## config.mk

```make
export PLATFORM = sky130hd
export DESIGN_NAME = robot_safety_interlock
export DESIGN_NICKNAME = d
export VERILOG_FILES = /design/src/design/interlock_pkg.sv /design/src/design/robot_safety_interlock.sv
export SDC_FILE = /design/constraint.sdc
export NUM_CORES = 1
export LEC_CHECK = 0
export BUFFER_PORTS_ARGS = -buffer_cell sky130_fd_sc_hd__buf_4
export CORE_AREA = 2 2 39 41
export CTS_CLUSTER_SIZE = 28
export DETAILED_ROUTE_END_ITERATION = 10
export DIE_AREA = 0 0 41 43
export PLACE_DENSITY_LB_ADDON = 0.15
export SYNTH_ARGS = -nofsm -noshare
export SYNTH_HDL_FRONTEND = slang
export SYNTH_SLANG_ARGS = --single-unit
```

## constraint.sdc

```tcl
create_clock -name i_core_clk -period 1.05 [get_ports i_core_clk]
set_clock_uncertainty 0.15 [all_clocks]
set_input_delay 0.0525 -clock i_core_clk [delete_from_list [all_inputs] [get_ports i_core_clk]]
set_output_delay 0.0525 -clock i_core_clk [all_outputs]
set_load 0.02 [all_outputs]
```

## src/design/interlock_pkg.sv

```systemverilog
package interlock_pkg;
    // Contact levels as seen after synchronisation: 1 means closed
    localparam logic CONTACT_CLOSED = 1'b1;
    localparam logic CONTACT_OPEN   = 1'b0;
    // Output reset values: everything de-energised
    localparam logic CONTACTOR_RST  = 1'b0;
    localparam logic READY_RST      = 1'b0;
    localparam logic AUTO_MODE_RST  = 1'b0;
    // Input synchroniser reset value
    localparam logic [1:0] SYNC_RST = 2'h0;

    // Decoded selector position
    typedef enum logic [1:0] {
        MODE_INVALID,
        MODE_AUTO,
        MODE_MANUAL
    } mode_t;
endpackage : interlock_pkg

```

## src/design/robot_safety_interlock.sv

```systemverilog
`timescale 1ns/1ps
module robot_safety_interlock (
    input  wire logic i_core_clk,
    input  wire logic i_rstn,
    input  wire logic i_mode_a,
    input  wire logic i_mode_b,
    input  wire logic i_mode_c,
    input  wire logic i_estop_closed,
    input  wire logic i_door_closed,
    input  wire logic i_pendant_enable_switch,
    input  wire logic i_main_power_ready,
    output logic      o_contactor,
    output logic      o_estop_ready,
    output logic      o_auto_mode
);
    import interlock_pkg::*;

    ////////////////////////////////////////////////////////////////////////////
    // State: two-stage synchronisers per pin plus registered outputs
    typedef struct packed {
        logic [1:0] mode_a;
        logic [1:0] mode_b;
        logic [1:0] mode_c;
        logic [1:0] estop;
        logic [1:0] door;
        logic [1:0] enable;
        logic [1:0] mp_ready;
        logic       contactor;
        logic       ready;
        logic       auto_mode;
    } state_t;

    state_t cur;
    state_t next_cur;
    mode_t  mode;
    logic   auto_ok;
    logic   manual_ok;

    ////////////////////////////////////////////////////////////////////////////
    // Selector decode, only the second sync stage is read
    always_comb begin
        if (cur.mode_a[1] && cur.mode_c[1] && !cur.mode_b[1]) begin
            mode = MODE_AUTO;
        end else if (!cur.mode_a[1] && !cur.mode_c[1] && cur.mode_b[1]) begin
            mode = MODE_MANUAL;
        end else begin
            mode = MODE_INVALID; // Broken or mid-travel selector fails safe
        end
    end

    // Mode permissives; enable switch is not a term of the automatic path
    assign auto_ok   = (mode == MODE_AUTO) && cur.estop[1] && cur.door[1];
    assign manual_ok = (mode == MODE_MANUAL) && cur.estop[1] && !cur.door[1]
                       && cur.enable[1];

    ////////////////////////////////////////////////////////////////////////////
    // Next state: shift synchronisers, recompute outputs every scan
    // Three scans from pin to output: two for metastability, one to decide;
    // that latency is the price of clean pin sampling at 4 ns per scan
    always_comb begin
        next_cur          = cur;
        next_cur.mode_a   = {cur.mode_a[0], i_mode_a};
        next_cur.mode_b   = {cur.mode_b[0], i_mode_b};
        next_cur.mode_c   = {cur.mode_c[0], i_mode_c};
        next_cur.estop    = {cur.estop[0], i_estop_closed};
        next_cur.door     = {cur.door[0], i_door_closed};
        next_cur.enable   = {cur.enable[0], i_pendant_enable_switch};
        next_cur.mp_ready = {cur.mp_ready[0], i_main_power_ready};
        next_cur.ready    = auto_ok || manual_ok;
        next_cur.contactor = (auto_ok || manual_ok) && cur.mp_ready[1];
        next_cur.auto_mode = (mode == MODE_AUTO);
        // Stop wins over contactor and ready, kept explicit for review
        if (cur.estop[1] == CONTACT_OPEN) begin
            next_cur.contactor = CONTACTOR_RST;
            next_cur.ready     = READY_RST;
        end
    end

    // Synchronous reset drops all outputs
    always_ff @(posedge i_core_clk) begin
        if (!i_rstn) begin
            cur.mode_a    <= SYNC_RST;
            cur.mode_b    <= SYNC_RST;
            cur.mode_c    <= SYNC_RST;
            cur.estop     <= SYNC_RST;
            cur.door      <= SYNC_RST;
            cur.enable    <= SYNC_RST;
            cur.mp_ready  <= SYNC_RST;
            cur.contactor <= CONTACTOR_RST;
            cur.ready     <= READY_RST;
            cur.auto_mode <= AUTO_MODE_RST;
        end else begin
            cur <= next_cur;
        end
    end

    // Outputs straight from flops, so no decode glitch reaches a contactor
    assign o_contactor   = cur.contactor;
    assign o_estop_ready = cur.ready;
    assign o_auto_mode   = cur.auto_mode;

    ////////////////////////////////////////////////////////////////////////////
    // Checks on registered outputs against synchronised inputs and the stop pin
    // Antecedents on mode and contacts read the second sync stage, except the two pin-stop checks, so each check sees exactly
    // what the next-state logic saw one edge earlier
    property p_stop_drops;
        @(posedge i_core_clk) disable iff (!i_rstn)
        !cur.estop[1] |=> !o_contactor && !o_estop_ready;
    endproperty
    a_stop_drops: assert property (p_stop_drops)
        else $error("contactor or ready on with stop open");

    property p_pin_stop_3;
        @(posedge i_core_clk) disable iff (!i_rstn)
        !i_estop_closed [*3] |=> !o_contactor;
    endproperty
    a_pin_stop_3: assert property (p_pin_stop_3)
        else $error("contactor not dropped three scans after stop");

    property p_contactor_needs_ready;
        @(posedge i_core_clk) disable iff (!i_rstn)
        o_contactor |-> o_estop_ready;
    endproperty
    a_contactor_needs_ready: assert property (p_contactor_needs_ready)
        else $error("contactor on without ready");

    property p_auto_contactor;
        @(posedge i_core_clk) disable iff (!i_rstn)
        (mode == MODE_AUTO) |=> (o_contactor == ($past(cur.estop[1]) && $past(cur.door[1])
                                 && $past(cur.mp_ready[1])));
    endproperty
    a_auto_contactor: assert property (p_auto_contactor)
        else $error("automatic contactor mismatch");

    property p_auto_ignores_enable;
        @(posedge i_core_clk) disable iff (!i_rstn)
        (mode == MODE_AUTO) |=> (o_estop_ready == ($past(cur.estop[1]) && $past(cur.door[1])));
    endproperty
    a_auto_ignores_enable: assert property (p_auto_ignores_enable)
        else $error("automatic ready depends on more than stop and door");

    property p_manual_contactor;
        @(posedge i_core_clk) disable iff (!i_rstn)
        (mode == MODE_MANUAL) |=> (o_contactor == ($past(cur.estop[1]) && !$past(cur.door[1])
                                   && $past(cur.enable[1]) && $past(cur.mp_ready[1])));
    endproperty
    a_manual_contactor: assert property (p_manual_contactor)
        else $error("manual contactor mismatch");

    property p_manual_door_closed;
        @(posedge i_core_clk) disable iff (!i_rstn)
        (mode == MODE_MANUAL) && cur.door[1] |=> !o_contactor && !o_estop_ready;
    endproperty
    a_manual_door_closed: assert property (p_manual_door_closed)
        else $error("manual output on with door closed");

    property p_mode_decode;
        @(posedge i_core_clk) disable iff (!i_rstn)
        (cur.mode_a[1] == cur.mode_b[1]) |=> !o_auto_mode && !o_estop_ready;
    endproperty
    a_mode_decode: assert property (p_mode_decode)
        else $error("illegal selector decoded as a mode");

    // Any selector set that is neither mode must leave the machine dead
    property p_invalid_off;
        @(posedge i_core_clk) disable iff (!i_rstn)
        (mode == MODE_INVALID) |=> !o_contactor && !o_estop_ready && !o_auto_mode;
    endproperty
    a_invalid_off: assert property (p_invalid_off)
        else $error("invalid selector left an output on");

    // Indicator follows the decoded mode one scan later
    property p_auto_flag;
        @(posedge i_core_clk) disable iff (!i_rstn)
        (mode != MODE_INVALID) |=> (o_auto_mode == ($past(mode) == MODE_AUTO));
    endproperty
    a_auto_flag: assert property (p_auto_flag)
        else $error("automatic indicator does not follow the selector");

    // Manual ready needs stop, open door and enable, never power ready
    property p_manual_ready;
        @(posedge i_core_clk) disable iff (!i_rstn)
        (mode == MODE_MANUAL) |=> (o_estop_ready == ($past(cur.estop[1]) && !$past(cur.door[1])
                                   && $past(cur.enable[1])));
    endproperty
    a_manual_ready: assert property (p_manual_ready)
        else $error("manual ready mismatch");

    property p_contactor_needs_power;
        @(posedge i_core_clk) disable iff (!i_rstn)
        o_contactor |-> $past(cur.mp_ready[1]);
    endproperty
    a_contactor_needs_power: assert property (p_contactor_needs_power)
        else $error("contactor on without main power ready");

    property p_pin_stop_ready_3;
        @(posedge i_core_clk) disable iff (!i_rstn)
        !i_estop_closed [*3] |=> !o_estop_ready;
    endproperty
    a_pin_stop_ready_3: assert property (p_pin_stop_ready_3)
        else $error("ready not dropped three scans after stop");

    // Main scenarios that the bench should reach

    c_auto_on: cover property (@(posedge i_core_clk) disable iff (!i_rstn)
        o_auto_mode && o_contactor);
    c_manual_on: cover property (@(posedge i_core_clk) disable iff (!i_rstn)
        !o_auto_mode && o_contactor);
    c_ready_no_power: cover property (@(posedge i_core_clk) disable iff (!i_rstn)
        o_estop_ready && !o_contactor);
    c_stop_drop: cover property (@(posedge i_core_clk) disable iff (!i_rstn)
        o_contactor ##1 !o_contactor);
    c_invalid_sel: cover property (@(posedge i_core_clk) disable iff (!i_rstn)
        (mode == MODE_INVALID) ##1 !o_auto_mode);
endmodule : robot_safety_interlock

```

==> summary.txt, run 1 <==
CTS
  – CTS tree: done
  – Clock Tree Buf Depth: 2
  – Post-CTS Setup Inserts: 0
  – Clk root buf: clkbuf_4
  – Clk_lat worst skew: ~280 ps
  – Clock slew at reported path FFs: ~90 ps
  – H-tree level count: 1
  – Num CTS Buffers: 3
  – Clock sinks: 17

Timing
  – Pins Over Slew Limit: 0
  – TNS Setup: 0 ps
  – Final hold vios: 0
  – Worst slew pin tran: between 150 and 200 ps
  – RSZ-0062 raised after global routing: true
  – Final period demand of the worst path: 1040 ps
  – Max Freq: about 960 MHz
  – Fin crit share: 99.3%
  – Max-slew headroom: a little under 90%
  – # setup viols final: 0

Synth
  – Mean Syn Cell Area: between 10 and 15 µm²
  – Adder-cell share of the synthesized area: 0%
  – Post-synthesis compound-gate area fraction: 1.28%
  – Synthesis-stage register bit count: 17
  – Sequential-to-total area share from yosys stat: between 60% and 70%
  – Post-Synth XOR/XNOR Area: 0%
  – Syn Inst Count: 39
  – Post-synthesis mux area share: 0%
  – Simple-gate share of the synthesized area: about 28%
  – Synth warnings: 0
  – Syn nets: 48
  – Share of the synthesized area in the top cell type: a little over two thirds
  – Yosys top cell by area: dfxtp_1
  – Library cells used by synthesis: 9
  – Synth top area cells: dfxtp_1, and2_1, and4b_1
  – Largest family of logic cells by synthesized area: simple AND/OR/NAND/NOR gates
  – Post-Syn Area: 489 µm²

Global route
  – Gr ovfl total: 0
  – Largest net degree at the start of global routing: 17
  – First-pass GRT wire length: about 1200 µm
  – Vias in the first global route: 344
  – Total GRT Usage: approximately 11%
  – Initial antenna violation count: 0

Cells and area
  – Post-Layout Cell Count: between 70 and 80
  – Multi-input gate area: ~150 µm²
  – Fraction of layout cells with a size suffix above 1: 35.5%
  – # diodes: 0
  – Storage cell area: ~350 µm²
  – Area Overhead vs Synth: 45.5%
  – Fillers: approximately 130
  – Final Net Count: 72

Setup path
  – WP data required: between 1000 and 1500 ps
  – Worst-path maximum fanout: 3
  – Critical path's slowest cell: dfxtp_2
  – Crit path launch type: flop
  – Worst R2R Path Depth: 3
  – CP cell instances: and4b_1 > a31oi_2 > nor3b_2
  – Critical path's largest stage delay: roughly 340 ps
  – CP endpoint kind: flop
  – Worst setup path class: flop to flop
  – Worst endpoint data arrival time: approximately 1100 ps

Floorplan
  – DIE AREA: 1760 µm²
  – Total I/O pin count: 12
  – # rows: 14
  – Starting Density: between 30 and 40%
  – Core area: between 1000 and 1500 µm²
  – DIE HEIGHT: between 40 and 50 µm
  – Die W: between 40 and 50 µm

Route
  – Post-route ant nets: 0
  – DRT iter0 DRCs: 2
  – DRC Markers: 0
  – DR WL/cell: approximately 9.6 µm
  – Drt total wl: 745 µm
  – Vias per inst: 4.09
  – Drt pass-1 iters: 2
  – Vias: 319

Pwr
  – Pwr dens: 1510 nW/µm²
  – Max VDD drop: just under 0.9 mV
  – Cell leakage power: 0.306 nW
  – Pwr Total: between 1 and 1.5 mW

Worst hold path
  – Min-Delay Path Class: flop to flop
  – Hold path depth: 1

Flow run
  – # Max-Cap Violations: 0

Placement
  – Placed Instances: 66
  – GPL Wtd Cong: roughly 0.65
  – PortBufs: 11

Run status
  – Outcome: complete, no violations
final cells by class:
cell class	instances	area share [%]
flip-flops and latches	17	48.5
repair buffers	20	23.9
multi-input cells	21	21.1
clock buffers	4	3.69
well taps	16	2.81
sequential cells by signal, indices dropped and copies added (netlist names):
| name | flops |
|---|---|
| cur | 14 |
| o_auto_mode | 1 |
| o_contactor | 1 |
| o_estop_ready | 1 |
synth_stat cells:
library cell / count
a31oi_1: 1
nand2_1: 1
nor2_1: 1
and2_1: 14
and4b_1: 2
nor3_2: 1
dfxtp_1: 17
nor3b_2: 1
buf_2: 1
report_power, final:
group	leakage, nW	switching (mW)	total, mW	internal, mW
combinational	0.149	0.0210	0.0765	0.0554
clock	0.0150	0.175	0.322	0.147
sequential	0.142	0.00851	0.679	0.671
per-layer routing:
metal | track usage (%) | wire length, µm
met5 | 0 | 0
met4 | 6.00 | 4
met3 | 3.14 | 39
met2 | 19.4 | 404
met1 | 9.67 | 297
layout by cell type, fill, tap and decap left out:
master and instances:
a31oi_2 1, and2_1 14, and4b_1 2, buf_4 12
clkbuf_1 1, clkbuf_4 3, dfxtp_1 13, dfxtp_2 4
dlygate4sd3_1 8, nand2_1 1, nor2_1 1, nor3_2 1
nor3b_2 1
final timing paths:
kind | start | endpoint | slack (ps)
setup / recovery | cur[12] | o_contactor | 8
hold reg to reg | cur[3] | cur[4] | 290
hold / removal | cur[3] | cur[4] | 290
setup reg to reg | cur[12] | o_contactor | 8
what timing repair did:
| action | CTS | global route |
|---|---|---|
| hold buffers | 8 | 0 |
| endpoints found under the setup margin | 2 | 2 |
| hold endpoints to repair | 17 | 0 |
| resized for setup | 4 | 1 |
| pin swaps | 2 | 1 |
worst max-delay path, delay by kind of cell (launching register included):
family | cells | cell delay, ps
flops | 1 | 340
simple gates | 2 | 270
compound gates | 1 | 190
cells by family after synthesis:
family,count (synthesis)
AOI/OAI and AO/OA,1
buffers and inverters,1
DFF,17
and+or+nand+nor,20
stage by stage:
step | instance area (µm²) | setup slack [ps] | utilization (%) | hold slack (ps)
5_1_grt | 712 | -40.8 | 51.4 | 307
2_1_floorplan | 489 | 26.6 | - | 24.2
3_3_place_gp | 594 | 4.77 | 42.9 | 109
3_5_place_dp | 594 | -55.6 | 42.9 | 115
6_report | 712 | 7.65 | 51.4 | 290
4_1_cts | 711 | -7.09 | 51.4 | 294
(Power assumes the default switching activity.)
==> inputs of run 2 (changes only) <==
- REMOVE_ABC_BUFFERS: unset -> 1
==> summary.txt, run 2 (synthesis results as in run 1) <==
Pwr
  – Clk network pwr share: 30.2% (was 29.9%)
  – Seq pwr share: 62.8% (was 63.0%)
  – Cell leakage power: 0.306 nW (about the same)
  – Switching part of the total power: 19.2% (was 19.0%)
  – Combinational share of power: 7.1% (about the same)
  – Sw Pwr: 0.208 mW (was 0.205 mW)
  – Pwr dens: 1520 nW/µm² (was 1510 nW/µm²)
  – Pwr Total: 1.08 mW (about the same)
  – Max VDD drop: 0.767 mV (was 0.869 mV)
  – Internal cell power: 0.873 mW (about the same)

CTS
  – Clk_lat worst skew: 280 ps (about the same)
  – Num CTS Buffers: 3 (unchanged)
  – Clock sinks: 17 (unchanged)
  – Post-CTS Setup Inserts: 0 (unchanged)
  – H-tree level count: 1 (unchanged)
  – CTS tree: done (unchanged)
  – Clock slew at reported path FFs: 90 ps (about the same)
  – Clk root buf: clkbuf_4 (unchanged)
  – Clock Tree Buf Depth: 2 (unchanged)

Setup path
  – WP data required: 1070 ps (was 1080 ps)
  – Worst R2R Path Depth: 3 (unchanged)
  – Critical path's slowest cell: dfxtp_1 (was dfxtp_2)
  – CP cell instances: and4b_1 > a31oi_2 > nor3b_2 (unchanged)
  – Critical R2R Launch: cur[8] (was cur[12])
  – R2R Setup Slk: 30 ps (was 8 ps)
  – CP endpoint kind: flop (unchanged)
  – Reg2reg end: o_contactor (unchanged)
  – Critical path's largest stage delay: 320 ps (was 340 ps)
  – Worst setup path class: flop to flop (unchanged)
  – Worst endpoint data arrival time: 1040 ps (was 1070 ps)
  – Worst-path maximum fanout: 2 (was 3)
  – Crit path capture: o_contactor (unchanged)
  – Crit path launch: cur[8] (was cur[12])
  – Crit path launch type: flop (unchanged)

Route
  – Drt pass-1 iters: 2 (unchanged)
  – Post-route ant nets: 0 (unchanged)
  – Vias: 331 (was 319)
  – DRT iter0 DRCs: 2 (unchanged)
  – DRC Markers: 0 (unchanged)
  – Vias per inst: 4.24 (was 4.09)
  – DR WL/cell: 8.65 µm (was 9.55 µm)
  – Drt total wl: 675 µm (was 745 µm)

Cells and area
  – Storage cell area: 344 µm² (was 345 µm²)
  – # diodes: 0 (unchanged)
  – Area Overhead vs Synth: 45.3% (was 45.5%)
  – Post-layout util: 51.4% (about the same)
  – Max FFs per register: 14 (unchanged)
  – Fillers: 120 (was 126)
  – Post-Layout Cell Count: 78 (unchanged)
  – Commonest non-fill, non-tap cells in the layout: and2_1, dfxtp_1, buf_4 (unchanged)
  – Multi-input gate area: 150 µm² (unchanged)
  – Fraction of layout cells with a size suffix above 1: 33.9% (was 35.5%)
  – Final Net Count: 72 (unchanged)
  – Reg with most FFs: cur (unchanged)

Placement
  – Placed Instances: 66 (unchanged)
  – PortBufs: 11 (unchanged)
  – GPL Wtd Cong: 0.676 (was 0.647)

Floorplan
  – Die W: 41 µm (unchanged)
  – Core area: 1380 µm² (unchanged)
  – DIE HEIGHT: 43 µm (unchanged)
  – Total I/O pin count: 12 (unchanged)
  – # rows: 14 (unchanged)
  – Starting Density: 35.4% (unchanged)
  – DIE AREA: 1760 µm² (unchanged)

Timing
  – Fin crit share: 97.0% (was 99.3%)
  – Final period demand of the worst path: 1020 ps (was 1040 ps)
  – Final hold vios: 0 (unchanged)
  – Max-slew headroom: 88.1% (was 87.5%)
  – Pins Over Slew Limit: 0 (unchanged)
  – RSZ-0062 raised after global routing: true (unchanged)
  – # setup viols final: 0 (unchanged)
  – Worst slew pin tran: 178 ps (was 187 ps)
  – Max Freq: 982 MHz (was 959 MHz)

Global route
  – Initial antenna violation count: 0 (unchanged)
  – Total GRT Usage: 9.26% (was 10.8%)
  – Gr ovfl total: 0 (unchanged)
  – First-pass GRT wire length: 979 µm (was 1240 µm)
  – Largest net degree at the start of global routing: 17 (unchanged)
  – Vias in the first global route: 278 (was 344)

Flow run
  – # Max-Cap Violations: 0 (unchanged)

Worst hold path
  – Min-Delay Path Class: flop to flop (unchanged)

Run status
  – Outcome: complete, no violations (unchanged)
run 2: cell counts in the layout (fill, tap and decap cells not counted):
No cell type changed its count.
run 2: through the flow:
| stage | instance area [µm²] | setup slack (ps) | hold slack (ps) | TNS [ps] |
|---|---|---|---|---|
| after floorplan | 484 | 26.6 | 24.2 | 0 |
| after global placement | 594 | 5.06 | 110 | 0 |
| after detailed placement | 594 | -18.6 | 115 | -18.6 |
| after global routing | 711 | -25.3 | 301 | -30.8 |
| after CTS | 707 | 9.09 | 292 | 0 |
| final | 711 | 31.6 | 288 | 0 |
run 2: what timing repair did:
item,4_1_cts,5_1_grt
resized for setup,1,3
setup endpoints to repair,2,2
hold endpoints to repair,17,0
hold buffers,8,0
pin swaps,1,3
run 2: layout make-up:
class / instances / area share [%]
sequential: 17 / 48.4
timing repair buffer: 20 / 23.9
tap: 16 / 2.82
clock buffer: 4 / 3.70
multi-input combinational: 21 / 21.1
run 2: worst min path at each step:
stage / to / slack [ps] / cells after the start / startpoint
after global routing: cur[14] / 300 / 1 / cur[13]
final: cur[4] / 290 / 1 / cur[3]
after global placement: cur[13] / 110 / 2 / i_mode_b
after CTS: cur[14] / 290 / 1 / cur[13]
after detailed placement: cur[3] / 110 / 2 / i_main_power_ready
after floorplan: cur[10] / 20 / 1 / i_rstn
run 2: routing by layer:
metal | wire length [µm] | up-vias | track usage (%)
li1 | - | 172 | -
met1 | 266 | 146 | 8.05
met2 | 365 | 11 | 14.4
met3 | 38 | 2 | 3.14
met4 | 5 | 0 | 10.0
met5 | 0 | - | 0
run 2: worst max-delay path: cells and delay by family, from the launching register on:
family,cells,cell delay (ps)
DFF,1,320
and+or+nand+nor,2,260
AOI/OAI and AO/OA,1,180
run 2: power by group through the flow:
stage               logic, mW  registers (mW)  clock network, mW
floorplan              0.0202           0.691                  0
global placement       0.0501           0.691                  0
detailed placement     0.0531           0.692                  0
CTS                    0.0775           0.677              0.332
global route           0.0845           0.681              0.362
finish                 0.0766           0.678              0.326
